## config.mk

```make
export PLATFORM = sky130hd
export DESIGN_NAME = sadc_top
export DESIGN_NICKNAME = d
export VERILOG_FILES = /design/src/rtl/sadc_pkg.sv /design/src/rtl/sadc_top.sv
export VERILOG_INCLUDE_DIRS = /design/src /design/src/rtl
export SDC_FILE = /design/constraint.sdc
export NUM_CORES = 1
export LEC_CHECK = 0
export BUFFER_PORTS_ARGS = -buffer_cell sky130_fd_sc_hd__buf_2
export CORE_UTILIZATION = 40
export DETAILED_ROUTE_END_ITERATION = 10
export PLACE_DENSITY_LB_ADDON = 0.05
export SYNTH_ARGS = -nofsm -noshare
export SYNTH_HDL_FRONTEND = slang
export SYNTH_SLANG_ARGS = --single-unit
```

## constraint.sdc

```tcl
create_clock -name aclk -period 3.5 [get_ports aclk]
set_clock_uncertainty 0.05 [all_clocks]
set_input_delay 0.875 -clock aclk [delete_from_list [all_inputs] [get_ports aclk]]
set_output_delay 0.875 -clock aclk [all_outputs]
set_load 0.05 [all_outputs]
```

## src/rtl/sadc_regs.svh

```systemverilog
`ifndef SADC_REGS_SVH
`define SADC_REGS_SVH

// ------------------------------------------------------------
// register indices (byte address is four times the index)
// ------------------------------------------------------------
`define SADC_IDX_SC1        6'h30
`define SADC_IDX_SC2        6'h31
`define SADC_IDX_RH         6'h32
`define SADC_IDX_RL         6'h33
`define SADC_IDX_CVH        6'h34
`define SADC_IDX_CVL        6'h35
`define SADC_IDX_CFG        6'h36
`define SADC_ADDR_W         8
`define SADC_WORD_LSB       2

// ------------------------------------------------------------
// reset values and field codes
// ------------------------------------------------------------
`define SADC_SC1_RST        8'h1F
`define SADC_SC2_RST        8'h00
`define SADC_CH_OFF         5'h1F
`define SADC_CLK_BUS        2'h0
`define SADC_CLK_HALF       2'h1
`define SADC_CLK_ALT        2'h2
`define SADC_CLK_ASYNC      2'h3
`define SADC_MODE_8         2'h0
`define SADC_MODE_10        2'h1
`define SADC_MSB_8          4'h7
`define SADC_MSB_10         4'h9
`define SADC_MSB_12         4'hB
`define SADC_SAMPLE_TICKS   2'h2
`define SADC_RESP_OKAY      2'h0
`define SADC_RESP_SLVERR    2'h2

`endif

```

## src/rtl/sadc_pkg.sv

```systemverilog
package sadc_pkg;

    // ------------------------------------------------------------
    // register layouts
    // ------------------------------------------------------------
    typedef struct packed {
        logic       done_irq_enable;
        logic       continuous_select;
        logic [4:0] channel_select;
    } sadc_sc1_s;

    typedef struct packed {
        logic       hw_trigger_select;
        logic       compare_enable;
        logic       compare_direction;
        logic [1:0] reference_select;
    } sadc_sc2_s;

    typedef struct packed {
        logic       low_power;
        logic [1:0] clock_divider;
        logic       long_sample;
        logic [1:0] mode;
        logic [1:0] clock_source_select;
    } sadc_cfg_s;

    typedef enum logic [1:0] {ST_IDLE, ST_SAMPLE, ST_CONVERT} sadc_state_e;

endpackage

```

## src/rtl/sadc_top.sv

```systemverilog
`timescale 1ns/1ps
`include "sadc_regs.svh"
module sadc_top
    import sadc_pkg::*;
(
    input  wire logic                    aclk,             // bus clock, 25 MHz
    input  wire logic                    aresetn,          // synchronous reset, low active
    input  wire logic [`SADC_ADDR_W-1:0] s_axi_awaddr,     // write address
    input  wire logic                    s_axi_awvalid,    // write address valid
    output logic                         s_axi_awready,    // write address ready
    input  wire logic [31:0]             s_axi_wdata,      // write data
    input  wire logic [3:0]              s_axi_wstrb,      // write byte enables
    input  wire logic                    s_axi_wvalid,     // write data valid
    output logic                         s_axi_wready,     // write data ready
    output logic [1:0]                   s_axi_bresp,      // write response
    output logic                         s_axi_bvalid,     // write response valid
    input  wire logic                    s_axi_bready,     // write response ready
    input  wire logic [`SADC_ADDR_W-1:0] s_axi_araddr,     // read address
    input  wire logic                    s_axi_arvalid,    // read address valid
    output logic                         s_axi_arready,    // read address ready
    output logic [31:0]                  s_axi_rdata,      // read data
    output logic [1:0]                   s_axi_rresp,      // read response
    output logic                         s_axi_rvalid,     // read data valid
    input  wire logic                    s_axi_rready,     // read data ready
    input  wire logic                    alternate_clock,  // alternate clock tick
    input  wire logic                    internal_async_clock, // internal clock tick
    input  wire logic                    hw_trigger,       // hardware trigger pulse
    input  wire logic                    stop_mode,        // system in stop mode
    input  wire logic                    comp_in,          // analog >= trial code
    output logic [4:0]                   channel_out,      // analog multiplexer select
    output logic [1:0]                   ref_select_out,   // reference source select
    output logic                         sample_out,       // sample switch closed
    output logic [11:0]                  trial_code,       // code to the SAR DAC
    output logic                         done_irq,         // interrupt request level
    output logic                         wake_req          // stop wake-up pulse
);
    import sadc_pkg::*;

    // ------------------------------------------------------------
    // state
    // ------------------------------------------------------------
    sadc_sc1_s   sc1_reg;
    sadc_sc2_s   sc2_reg;
    sadc_cfg_s   cfg_reg;
    sadc_state_e state_reg;
    logic        coco_reg;
    logic [11:0] result_reg;
    logic [11:0] cmpval_reg;
    logic [11:0] sar_reg;
    logic [3:0]  bit_reg;
    logic [1:0]  smp_reg;
    logic        half_reg;
    logic [2:0]  div_reg;
    logic [`SADC_ADDR_W-1:0] awaddr_reg;
    logic [31:0] wdata_reg;
    logic [3:0]  wstrb_reg;
    logic        aw_held;
    logic        w_held;

    // ------------------------------------------------------------
    // bus decode
    // ------------------------------------------------------------
    logic       do_write;
    logic       do_read;
    logic [5:0] wword;
    logic [5:0] rword;
    logic       wr_lane;
    logic       sc1_wr;
    logic       rl_rd;

    // write proceeds once both address and data are held
    assign do_write = aw_held && w_held && !s_axi_bvalid;
    assign do_read  = s_axi_arvalid && s_axi_arready;
    assign wword    = awaddr_reg[`SADC_ADDR_W-1:`SADC_WORD_LSB];
    assign rword    = s_axi_araddr[`SADC_ADDR_W-1:`SADC_WORD_LSB];
    assign wr_lane  = do_write && wstrb_reg[0];
    assign sc1_wr   = wr_lane && (wword == `SADC_IDX_SC1);
    assign rl_rd    = do_read && (rword == `SADC_IDX_RL);

    // ------------------------------------------------------------
    // conversion clock: source select, stop gating, divider
    // ------------------------------------------------------------
    logic       src_tick;
    logic       run_ok;
    logic [2:0] div_mask;
    logic       tick;

    // pick one of four sources as an enable
    always_comb
    begin
        unique case (cfg_reg.clock_source_select)
            `SADC_CLK_BUS:  src_tick = 1'b1;
            `SADC_CLK_HALF: src_tick = half_reg;
            `SADC_CLK_ALT:  src_tick = alternate_clock;
            default:        src_tick = internal_async_clock;
        endcase
    end

    // only the internal clock keeps running in stop mode
    assign run_ok   = !stop_mode || (cfg_reg.clock_source_select == `SADC_CLK_ASYNC);
    assign div_mask = 3'(({1'b0, 3'h1} << cfg_reg.clock_divider) - 4'h1);
    assign tick     = src_tick && run_ok && ((div_reg & div_mask) == div_mask);

    // half-rate toggle for the halved bus clock
    always_ff @(posedge aclk)
    begin
        if (!aresetn)
            half_reg <= 1'b0;
        else
            half_reg <= !half_reg;
    end

    // divider counts source ticks
    always_ff @(posedge aclk)
    begin
        if (!aresetn)
            div_reg <= 3'h0;
        else if (src_tick && run_ok)
            div_reg <= div_reg + 3'h1;
    end

    // ------------------------------------------------------------
    // successive approximation
    // ------------------------------------------------------------
    logic [3:0]  msb;
    logic [11:0] bit_oh;
    logic [11:0] decided;
    logic        finish;
    logic        cmp_ok;
    logic        start;
    logic        ch_on;
    logic        wr_ch_on;

    // top bit index per resolution
    always_comb
    begin
        unique case (cfg_reg.mode)
            `SADC_MODE_8:  msb = `SADC_MSB_8;
            `SADC_MODE_10: msb = `SADC_MSB_10;
            default:       msb = `SADC_MSB_12;
        endcase
    end

    assign bit_oh   = 12'h001 << bit_reg;
    assign decided  = comp_in ? sar_reg : (sar_reg & ~bit_oh);
    assign finish   = (state_reg == ST_CONVERT) && tick && (bit_reg == 4'h0);
    // compare on the finished code
    assign cmp_ok   = !sc2_reg.compare_enable ||
                      (sc2_reg.compare_direction ? (decided >= cmpval_reg)
                                                 : (decided <  cmpval_reg));
    assign ch_on    = sc1_reg.channel_select != `SADC_CH_OFF;
    assign wr_ch_on = wdata_reg[4:0] != `SADC_CH_OFF;
    // software start on write, hardware start on trigger, continuous restart
    assign start    = (sc1_wr && wr_ch_on && !sc2_reg.hw_trigger_select)
                   || (!sc1_wr && ch_on && sc2_reg.hw_trigger_select && hw_trigger
                       && (state_reg == ST_IDLE))
                   || (!sc1_wr && finish && ch_on && sc1_reg.continuous_select);

    // conversion sequencer
    always_ff @(posedge aclk)
    begin
        if (!aresetn)
            state_reg <= ST_IDLE;
        else if (start)
            state_reg <= ST_SAMPLE;
        else if (sc1_wr || finish)
            state_reg <= ST_IDLE;
        else if (state_reg == ST_SAMPLE && tick && smp_reg == 2'h0)
            state_reg <= ST_CONVERT;
    end

    // sample counter and bit walk; trial code moves with sar so the comparator never sees a stale trial
    always_ff @(posedge aclk)
    begin
        if (!aresetn)
        begin
            smp_reg    <= 2'h0;
            bit_reg    <= 4'h0;
            sar_reg    <= 12'h000;
            trial_code <= 12'h000;
        end
        else if (start)
        begin
            smp_reg    <= `SADC_SAMPLE_TICKS - 2'h1;
            bit_reg    <= msb;
            sar_reg    <= 12'h001 << msb;
            trial_code <= 12'h001 << msb;
        end
        else if (state_reg == ST_SAMPLE && tick)
            smp_reg <= smp_reg - ((smp_reg == 2'h0) ? 2'h0 : 2'h1);
        else if (state_reg == ST_CONVERT && tick && bit_reg != 4'h0)
        begin
            sar_reg    <= decided | (bit_oh >> 1);
            trial_code <= decided | (bit_oh >> 1);
            bit_reg    <= bit_reg - 4'h1;
        end
    end

    // result and flag only on a passing conversion
    always_ff @(posedge aclk)
    begin
        if (!aresetn)
            result_reg <= 12'h000;
        else if (finish && cmp_ok)
            result_reg <= decided;
    end

    // complete flag: set wins over clear
    always_ff @(posedge aclk)
    begin
        if (!aresetn)
            coco_reg <= 1'b0;
        else if (finish && cmp_ok)
            coco_reg <= 1'b1;
        else if (rl_rd || sc1_wr)
            coco_reg <= 1'b0;
    end

    // ------------------------------------------------------------
    // registers written by software
    // ------------------------------------------------------------
    always_ff @(posedge aclk)
    begin
        if (!aresetn)
        begin
            sc1_reg    <= sadc_sc1_s'(`SADC_SC1_RST);
            sc2_reg    <= sadc_sc2_s'(`SADC_SC2_RST);
            cfg_reg    <= '0;
            cmpval_reg <= 12'h000;
        end
        else if (wr_lane)
        begin
            unique case (wword)
                `SADC_IDX_SC1: sc1_reg <= sadc_sc1_s'(wdata_reg[6:0]);
                `SADC_IDX_SC2: sc2_reg <= {wdata_reg[6:4], wdata_reg[1:0]};
                `SADC_IDX_CVH: cmpval_reg[11:8] <= wdata_reg[3:0];
                `SADC_IDX_CVL: cmpval_reg[7:0]  <= wdata_reg[7:0];
                `SADC_IDX_CFG: cfg_reg <= sadc_cfg_s'(wdata_reg[7:0]);
                default:       cmpval_reg <= cmpval_reg;
            endcase
        end
    end

    // ------------------------------------------------------------
    // AXI4-Lite write channel
    // ------------------------------------------------------------
    always_ff @(posedge aclk)
    begin
        if (!aresetn)
        begin
            aw_held       <= 1'b0;
            w_held        <= 1'b0;
            awaddr_reg    <= '0;
            wdata_reg     <= 32'h0000_0000;
            wstrb_reg     <= 4'h0;
            s_axi_awready <= 1'b0;
            s_axi_wready  <= 1'b0;
            s_axi_bvalid  <= 1'b0;
            s_axi_bresp   <= `SADC_RESP_OKAY;
        end
        else
        begin
            s_axi_awready <= !aw_held && !(s_axi_awvalid && s_axi_awready) && !do_write;
            s_axi_wready  <= !w_held && !(s_axi_wvalid && s_axi_wready) && !do_write;
            if (s_axi_awvalid && s_axi_awready)
            begin
                aw_held    <= 1'b1;
                awaddr_reg <= s_axi_awaddr;
            end
            if (s_axi_wvalid && s_axi_wready)
            begin
                w_held    <= 1'b1;
                wdata_reg <= s_axi_wdata;
                wstrb_reg <= s_axi_wstrb;
            end
            if (do_write)
            begin
                aw_held      <= 1'b0;
                w_held       <= 1'b0;
                s_axi_bvalid <= 1'b1;
                s_axi_bresp  <= (wword >= `SADC_IDX_SC1 && wword <= `SADC_IDX_CFG)
                                ? `SADC_RESP_OKAY : `SADC_RESP_SLVERR;
            end
            else if (s_axi_bready)
                s_axi_bvalid <= 1'b0;
        end
    end

    // ------------------------------------------------------------
    // AXI4-Lite read channel
    // ------------------------------------------------------------
    logic [7:0] rbyte;
    logic       rmapped;

    // read mux
    always_comb
    begin
        rmapped = 1'b1;
        unique case (rword)
            `SADC_IDX_SC1: rbyte = {coco_reg, sc1_reg};
            `SADC_IDX_SC2: rbyte = {state_reg != ST_IDLE, sc2_reg[4:2], 2'h0,
                                    sc2_reg.reference_select};
            `SADC_IDX_RH:  rbyte = {4'h0, result_reg[11:8]};
            `SADC_IDX_RL:  rbyte = result_reg[7:0];
            `SADC_IDX_CVH: rbyte = {4'h0, cmpval_reg[11:8]};
            `SADC_IDX_CVL: rbyte = cmpval_reg[7:0];
            `SADC_IDX_CFG: rbyte = cfg_reg;
            default:
            begin
                rbyte   = 8'h00;
                rmapped = 1'b0;
            end
        endcase
    end

    // read answers one cycle after the address is taken
    always_ff @(posedge aclk)
    begin
        if (!aresetn)
        begin
            s_axi_arready <= 1'b0;
            s_axi_rvalid  <= 1'b0;
            s_axi_rdata   <= 32'h0000_0000;
            s_axi_rresp   <= `SADC_RESP_OKAY;
        end
        else
        begin
            s_axi_arready <= !s_axi_rvalid && !do_read;
            if (do_read)
            begin
                s_axi_rvalid <= 1'b1;
                s_axi_rdata  <= {24'h00_0000, rbyte};
                s_axi_rresp  <= rmapped ? `SADC_RESP_OKAY : `SADC_RESP_SLVERR;
            end
            else if (s_axi_rready)
                s_axi_rvalid <= 1'b0;
        end
    end

    // ------------------------------------------------------------
    // analog side and system outputs
    // ------------------------------------------------------------
    always_ff @(posedge aclk)
    begin
        if (!aresetn)
        begin
            channel_out    <= `SADC_CH_OFF;
            ref_select_out <= 2'h0;
            sample_out     <= 1'b0;
            done_irq       <= 1'b0;
            wake_req       <= 1'b0;
        end
        else
        begin
            channel_out    <= sc1_reg.channel_select;
            ref_select_out <= sc2_reg.reference_select;
            sample_out     <= state_reg == ST_SAMPLE;
            done_irq       <= coco_reg && sc1_reg.done_irq_enable;
            wake_req       <= finish && cmp_ok && stop_mode;
        end
    end
endmodule

```

==> flow_summary.toml, run 1 <==
[place]
gp_congestion = 0.813
placed_cells = 843
hpwlAfterDp_um = 10100
dp_worst_setup_slack_ps = 127
port_buffers = 69

[cells_and_area]
nets = 760
multiInputGateArea_sq_mm = 0.00295
final_core_util = 0.469
final-instance-count-excl-fill = 859
seqCellArea_sq_mm = 0.00222
layout-drive-gt1-share = 0.184
area_growth_pct = 13.8
diodes = 0
fillers = 1311

[clock_network]
cts-buffers-inserted = 9
post_cts_resized = 0
clkTransAtPathRegs_ps = 80
clock-sinks = 111
ctsHoldBuffers = 0
clockBufferDepth = 2
root_buffer = "clkbuf_16"
post_cts_buffers = 0
cts_tree = "built"
clk_latency_ps = 350
cts-htree-levels = 3

[floorplan]
num_rows = 42
die_w_um = 119
initial_core_util = 0.412
die-area_sq_mm = 0.0142
die_y_um = 119
core-area_sq_mm = 0.0133
ios = 127

[synthesis]
ys_ff_latch = 111
ys_seq_area_frac = 0.405
yosysWarnings = 0
synth_area_sq_mm = 0.00548
ys_types = 61
synthFlopType = "dfxtp_1"
synth_cells = 615
synth_edf_count = 0
synthArstFlopShare = 0
postSynthAreaPerCell_sq_um = 8.92

[hold_path]
hold_path.class = "flip-flop to flip-flop"

[setup_path]
path_max_fanout = 13
critPathRequiredTime_ps = 3720
start_kind = "flip-flop"
critical_path_class = "flip-flop to flip-flop"
crit_path_end_kind = "flip-flop"
worstPathArrival_ps = 3440

[power]
switching_power_w = 0.000648
p_leak_nw = 2.63
switching_share = 0.253
irDropWorstVdd_v = 0.000236
power.share.combinational = 0.077
intPower_w = 0.00191
seqPwrFrac = 0.510
power_density_mw_per_mm2 = 409
power.clock.fraction = 0.412

[timing]
fin_crit_ps = 3220
rsz0062_at_grt = "no"
worst_pin_slew_ps = 601
maxSlewViolCount = 0
setup_ws_ps = 282
fmax_mhz = 311
tns_ps = 0
slew_headroom = 0.599
hold_violations = 0
finalCritPeriodShare = 0.919
setup_viol = 0
hold_ws_ps = 359

[route]
vias = 4340
drt-vias-per-instance = 5.05
drc = 0
drt-total-wl_um = 13600
drt_iter0_markers = 242
wl_per_cell_um = 15.8
ant_nets = 0
drtPass1Iterations = 5

[grt]
first_global_vias = 4132
grt_max_degree = 44
antenna_found_initial = 0
grt_pass1_wl_um = 22100
grtUsageTotal = 0.200
grt_overflow = 0

[status]
status = "finished clean"

[run]
maxCapViolCount = 0
-- worst max-delay path, stage by stage (launching register included) --
cell and delay (ps):
dfxtp_1 420, inv_1 110, ha_1 250, nor2b_1 180, a21boi_0 360, ha_1 320, a21oi_1 150, nor2b_1 60
o31ai_1 200, o211ai_1 140, mux2i_1 170, a21oi_2 320, buf_12 200, mux2i_1 190
-- logic make-up after synthesis --
kind of cell               count (synthesis)  synth area share
adders and majority gates                 18            0.0411
xor gates and xnor gates                   5           0.00799
other                                      1          0.000684
muxes                                     51            0.0947
DFF                                      111             0.405
AOI/OAI and AO/OA                        125             0.166
and+or+nand+nor                          226             0.209
buffers and inverters                     78            0.0746
-- metrics by stage --
step	area, sq um	power [W]
floorplan	5580	0.00150
global placement	5940	0.00153
detailed placement	5940	0.00153
CTS	6240	0.00259
global route	6240	0.00265
finish	6240	0.00255
-- cell usage after synthesis (3+ instances only) --
| cell type | instances | area (sq um) |
|---|---|---|
| a211oi_2 | 9 | 113 |
| a21boi_0 | 30 | 225 |
| a21oi_1 | 26 | 130 |
| a22o_1 | 7 | 61.3 |
| a22oi_1 | 9 | 67.6 |
| a31oi_1 | 7 | 43.8 |
| and2_1 | 7 | 43.8 |
| and3_1 | 7 | 43.8 |
| and4_1 | 3 | 26.3 |
| buf_2 | 3 | 15.0 |
| buf_4 | 28 | 210 |
| clkbuf_1 | 23 | 86.3 |
| dfxtp_1 | 111 | 2220 |
| ha_1 | 18 | 225 |
| inv_1 | 21 | 78.8 |
| mux2_2 | 4 | 45.0 |
| mux2i_1 | 46 | 460 |
| nand2_1 | 85 | 319 |
| nand2b_1 | 9 | 56.3 |
| nand3_1 | 20 | 100 |
| nand3b_1 | 4 | 30.0 |
| nor2_1 | 34 | 128 |
| nor2b_1 | 38 | 238 |
| nor3_1 | 3 | 15.0 |
| o211ai_1 | 4 | 30.0 |
| o21ai_0 | 9 | 45.0 |
| o22ai_1 | 7 | 43.8 |
| xor2_1 | 4 | 35.0 |
-- area by class of cell --
cell class,instances,share of cell area
Sequential cell,111,0.356
Multi-Input combinational cell,451,0.472
Clock buffer,10,0.0383
Timing Repair Buffer,84,0.0754
Tap cell,176,0.0353
Inverter,21,0.0126
Clock inverter,6,0.0104
-- layer usage --
metal	GRT usage	wire (um)
met2	0.303	5860
met3	0.0283	441
met4	0.0744	250
met5	0	0
met1	0.287	7060
-- power by group through the flow --
stage / sequential [W] / combinational [W] / clock [W]
CTS: 0.00130 / 0.000198 / 0.00108
floorplan: 0.00134 / 0.000162 / 0
global route: 0.00131 / 0.000213 / 0.00113
finish: 0.00130 / 0.000197 / 0.00105
global placement: 0.00133 / 0.000196 / 0
detailed placement: 0.00133 / 0.000197 / 0
-- cell usage in the layout (no fill, tap or decap), types with 9 or more instances in the layout --
| master | count |
|---|---|
| nand2b_1 | 9 |
| nand3_1 | 20 |
| clkbuf_16 | 9 |
| ha_1 | 18 |
| conb_1 | 26 |
| buf_4 | 14 |
| buf_2 | 69 |
| a211oi_2 | 9 |
| dfxtp_1 | 111 |
| a21boi_0 | 29 |
| mux2i_1 | 46 |
| nor2_1 | 34 |
| o21ai_0 | 9 |
| nand2_1 | 85 |
| a22oi_1 | 9 |
| a21oi_1 | 26 |
| inv_1 | 21 |
| nor2b_1 | 38 |
-- path summary, 6_finish.rpt --
check / startpoint / end / slack [ps] / cells past startpoint
setup / recovery: bit_reg[0] / result_reg[2] / 280 / 13
hold / removal: half_reg / half_reg / 360 / 1
setup reg to reg: bit_reg[0] / result_reg[2] / 280 / 13
hold reg to reg: half_reg / half_reg / 360 / 1
Power figures use the tool's default switching activity.
==> inputs of run 2 (changes only) <==
==> constraint.sdc (replaced) <==
create_clock -name aclk -period 3.1 [get_ports aclk]
set_clock_uncertainty 0.05 [all_clocks]
set_input_delay 0.775 -clock aclk [delete_from_list [all_inputs] [get_ports aclk]]
set_output_delay 0.775 -clock aclk [all_outputs]
set_load 0.05 [all_outputs]
==> run 2 against run 1 <==
Count of clock-buffer cells in the layout is 1 lower. Sequential cell count did not move. Critical endpoint is now result_reg[3]. Register-to-register slack got worse by 100 ps. Global-route usage shrank 0.32 points. Clock power up 14%. Design area is 0.84% higher.
==> flow_summary.toml, run 2 (synthesized netlist as in run 1, its figures left out) <==
[grt]
grt_overflow = 0
grtUsageTotal = 0.197
grt_pass1_wl_um = 21300
antenna_found_initial = 0
first_global_vias = 3934
grt_max_degree = 44

[clock_network]
clkTransAtPathRegs_ps = 80
post_cts_buffers = 0
post_cts_resized = 0
cts-htree-levels = 3
root_buffer = "clkbuf_16"
cts-buffers-inserted = 9
cts_tree = "built"
ctsHoldBuffers = 0
clockBufferDepth = 2
clk_latency_ps = 360
clock-sinks = 111

[timing]
fin_crit_ps = 2920
hold_ws_ps = 355
setup_viol = 0
hold_violations = 0
rsz0062_at_grt = "no"
worst_pin_slew_ps = 595
maxSlewViolCount = 0
finalCritPeriodShare = 0.942
slew_headroom = 0.602
fmax_mhz = 343

[place]
gp_congestion = 0.753
post_dp_cell_area_sq_mm = 0.00597
hpwlAfterDp_um = 10100
port_buffers = 69

[route]
drt-total-wl_um = 13600
wl_per_cell_um = 15.7
drc = 0
drt_iter0_markers = 252
ant_nets = 0
drtPass1Iterations = 4
drt-vias-per-instance = 5.03
vias = 4342

[cells_and_area]
seqCellArea_sq_mm = 0.00222
final_core_util = 0.473
multiInputGateArea_sq_mm = 0.00296
nets = 765
diodes = 0
final_cell_mix = "dfxtp_1 (109), nand2_1 (85), buf_2 (69)"
final_common_cell = "dfxtp_1"
area_growth_pct = 14.8
layout-drive-gt1-share = 0.199
stdcell_area_sq_mm = 0.00629
fillers = 1354

[setup_path]
worstPathArrival_ps = 3160
critPathRequiredTime_ps = 3340
path_max_fanout = 13
crit_path_end_kind = "flip-flop"
start_kind = "flip-flop"
critical_path_class = "flip-flop to flip-flop"

[power]
p_leak_nw = 2.67
irDropWorstVdd_v = 0.000249
power_density_mw_per_mm2 = 460

[floorplan]
ios = 127
num_rows = 42
core-area_sq_mm = 0.0133
die_y_um = 119
die_w_um = 119
die-area_sq_mm = 0.0142
initial_core_util = 0.412

[status]
status = "finished clean"

[hold_path]
hold_path.class = "flip-flop to flip-flop"

[run]
maxCapViolCount = 0
## run 2: final cells by class
type / count / area share
sequential: 111 / 0.353
timing repair buffer: 89 / 0.0807
inverter: 21 / 0.0125
multi-input combinational: 451 / 0.470
clock buffer: 9 / 0.0358
tap: 176 / 0.0350
clock inverter: 7 / 0.0125
## run 2: final timing paths
| kind | from | endpoint | slack (ps) | cells past startpoint |
|---|---|---|---|---|
| worst max register to register | bit_reg[1] | result_reg[3] | 180 | 13 |
| worst min register to register | half_reg | half_reg | 350 | 1 |
| worst min-delay path | half_reg | half_reg | 350 | 1 |
| worst max-delay path | bit_reg[1] | result_reg[3] | 180 | 13 |
## run 2: where the power goes
part	total [W]	internal (W)	switching [W]
Clock	0.00120	0.000638	0.000566
Sequential	0.00147	0.00145	0.0000258
Combinational	0.000222	0.0000551	0.000167
Total	0.00290	0.00214	0.000759
## run 2: per-stage QoR
step                      std cells  setup slack (ps)  total power (W)  setup TNS (ps)
final                           864               181          0.00290               0
after global routing            864              19.2          0.00300               0
after CTS                       864              35.4          0.00292               0
after detailed placement        848             -19.2          0.00173           -19.7
after global placement          848              20.9          0.00172               0
after floorplan                 640               265          0.00170               0
## run 2: worst max-delay path: stages (launching register included)
cell,delay (ps)
dfxtp_2,350
inv_1,100
ha_1,260
nor2b_2,290
a21boi_1,130
ha_1,310
a21oi_1,130
nor2_1,50
a211oi_1,250
o211ai_1,130
mux2i_1,160
a21oi_2,240
buf_12,190
mux2i_1,200
## run 2: per-layer routing
layer	vias to the layer above	track usage	share of wire
li1	2203	-	-
met1	1995	0.279	0.51
met2	126	0.296	0.43
met3	18	0.0364	0.045
met4	0	0.0736	0.018
met5	-	0	0
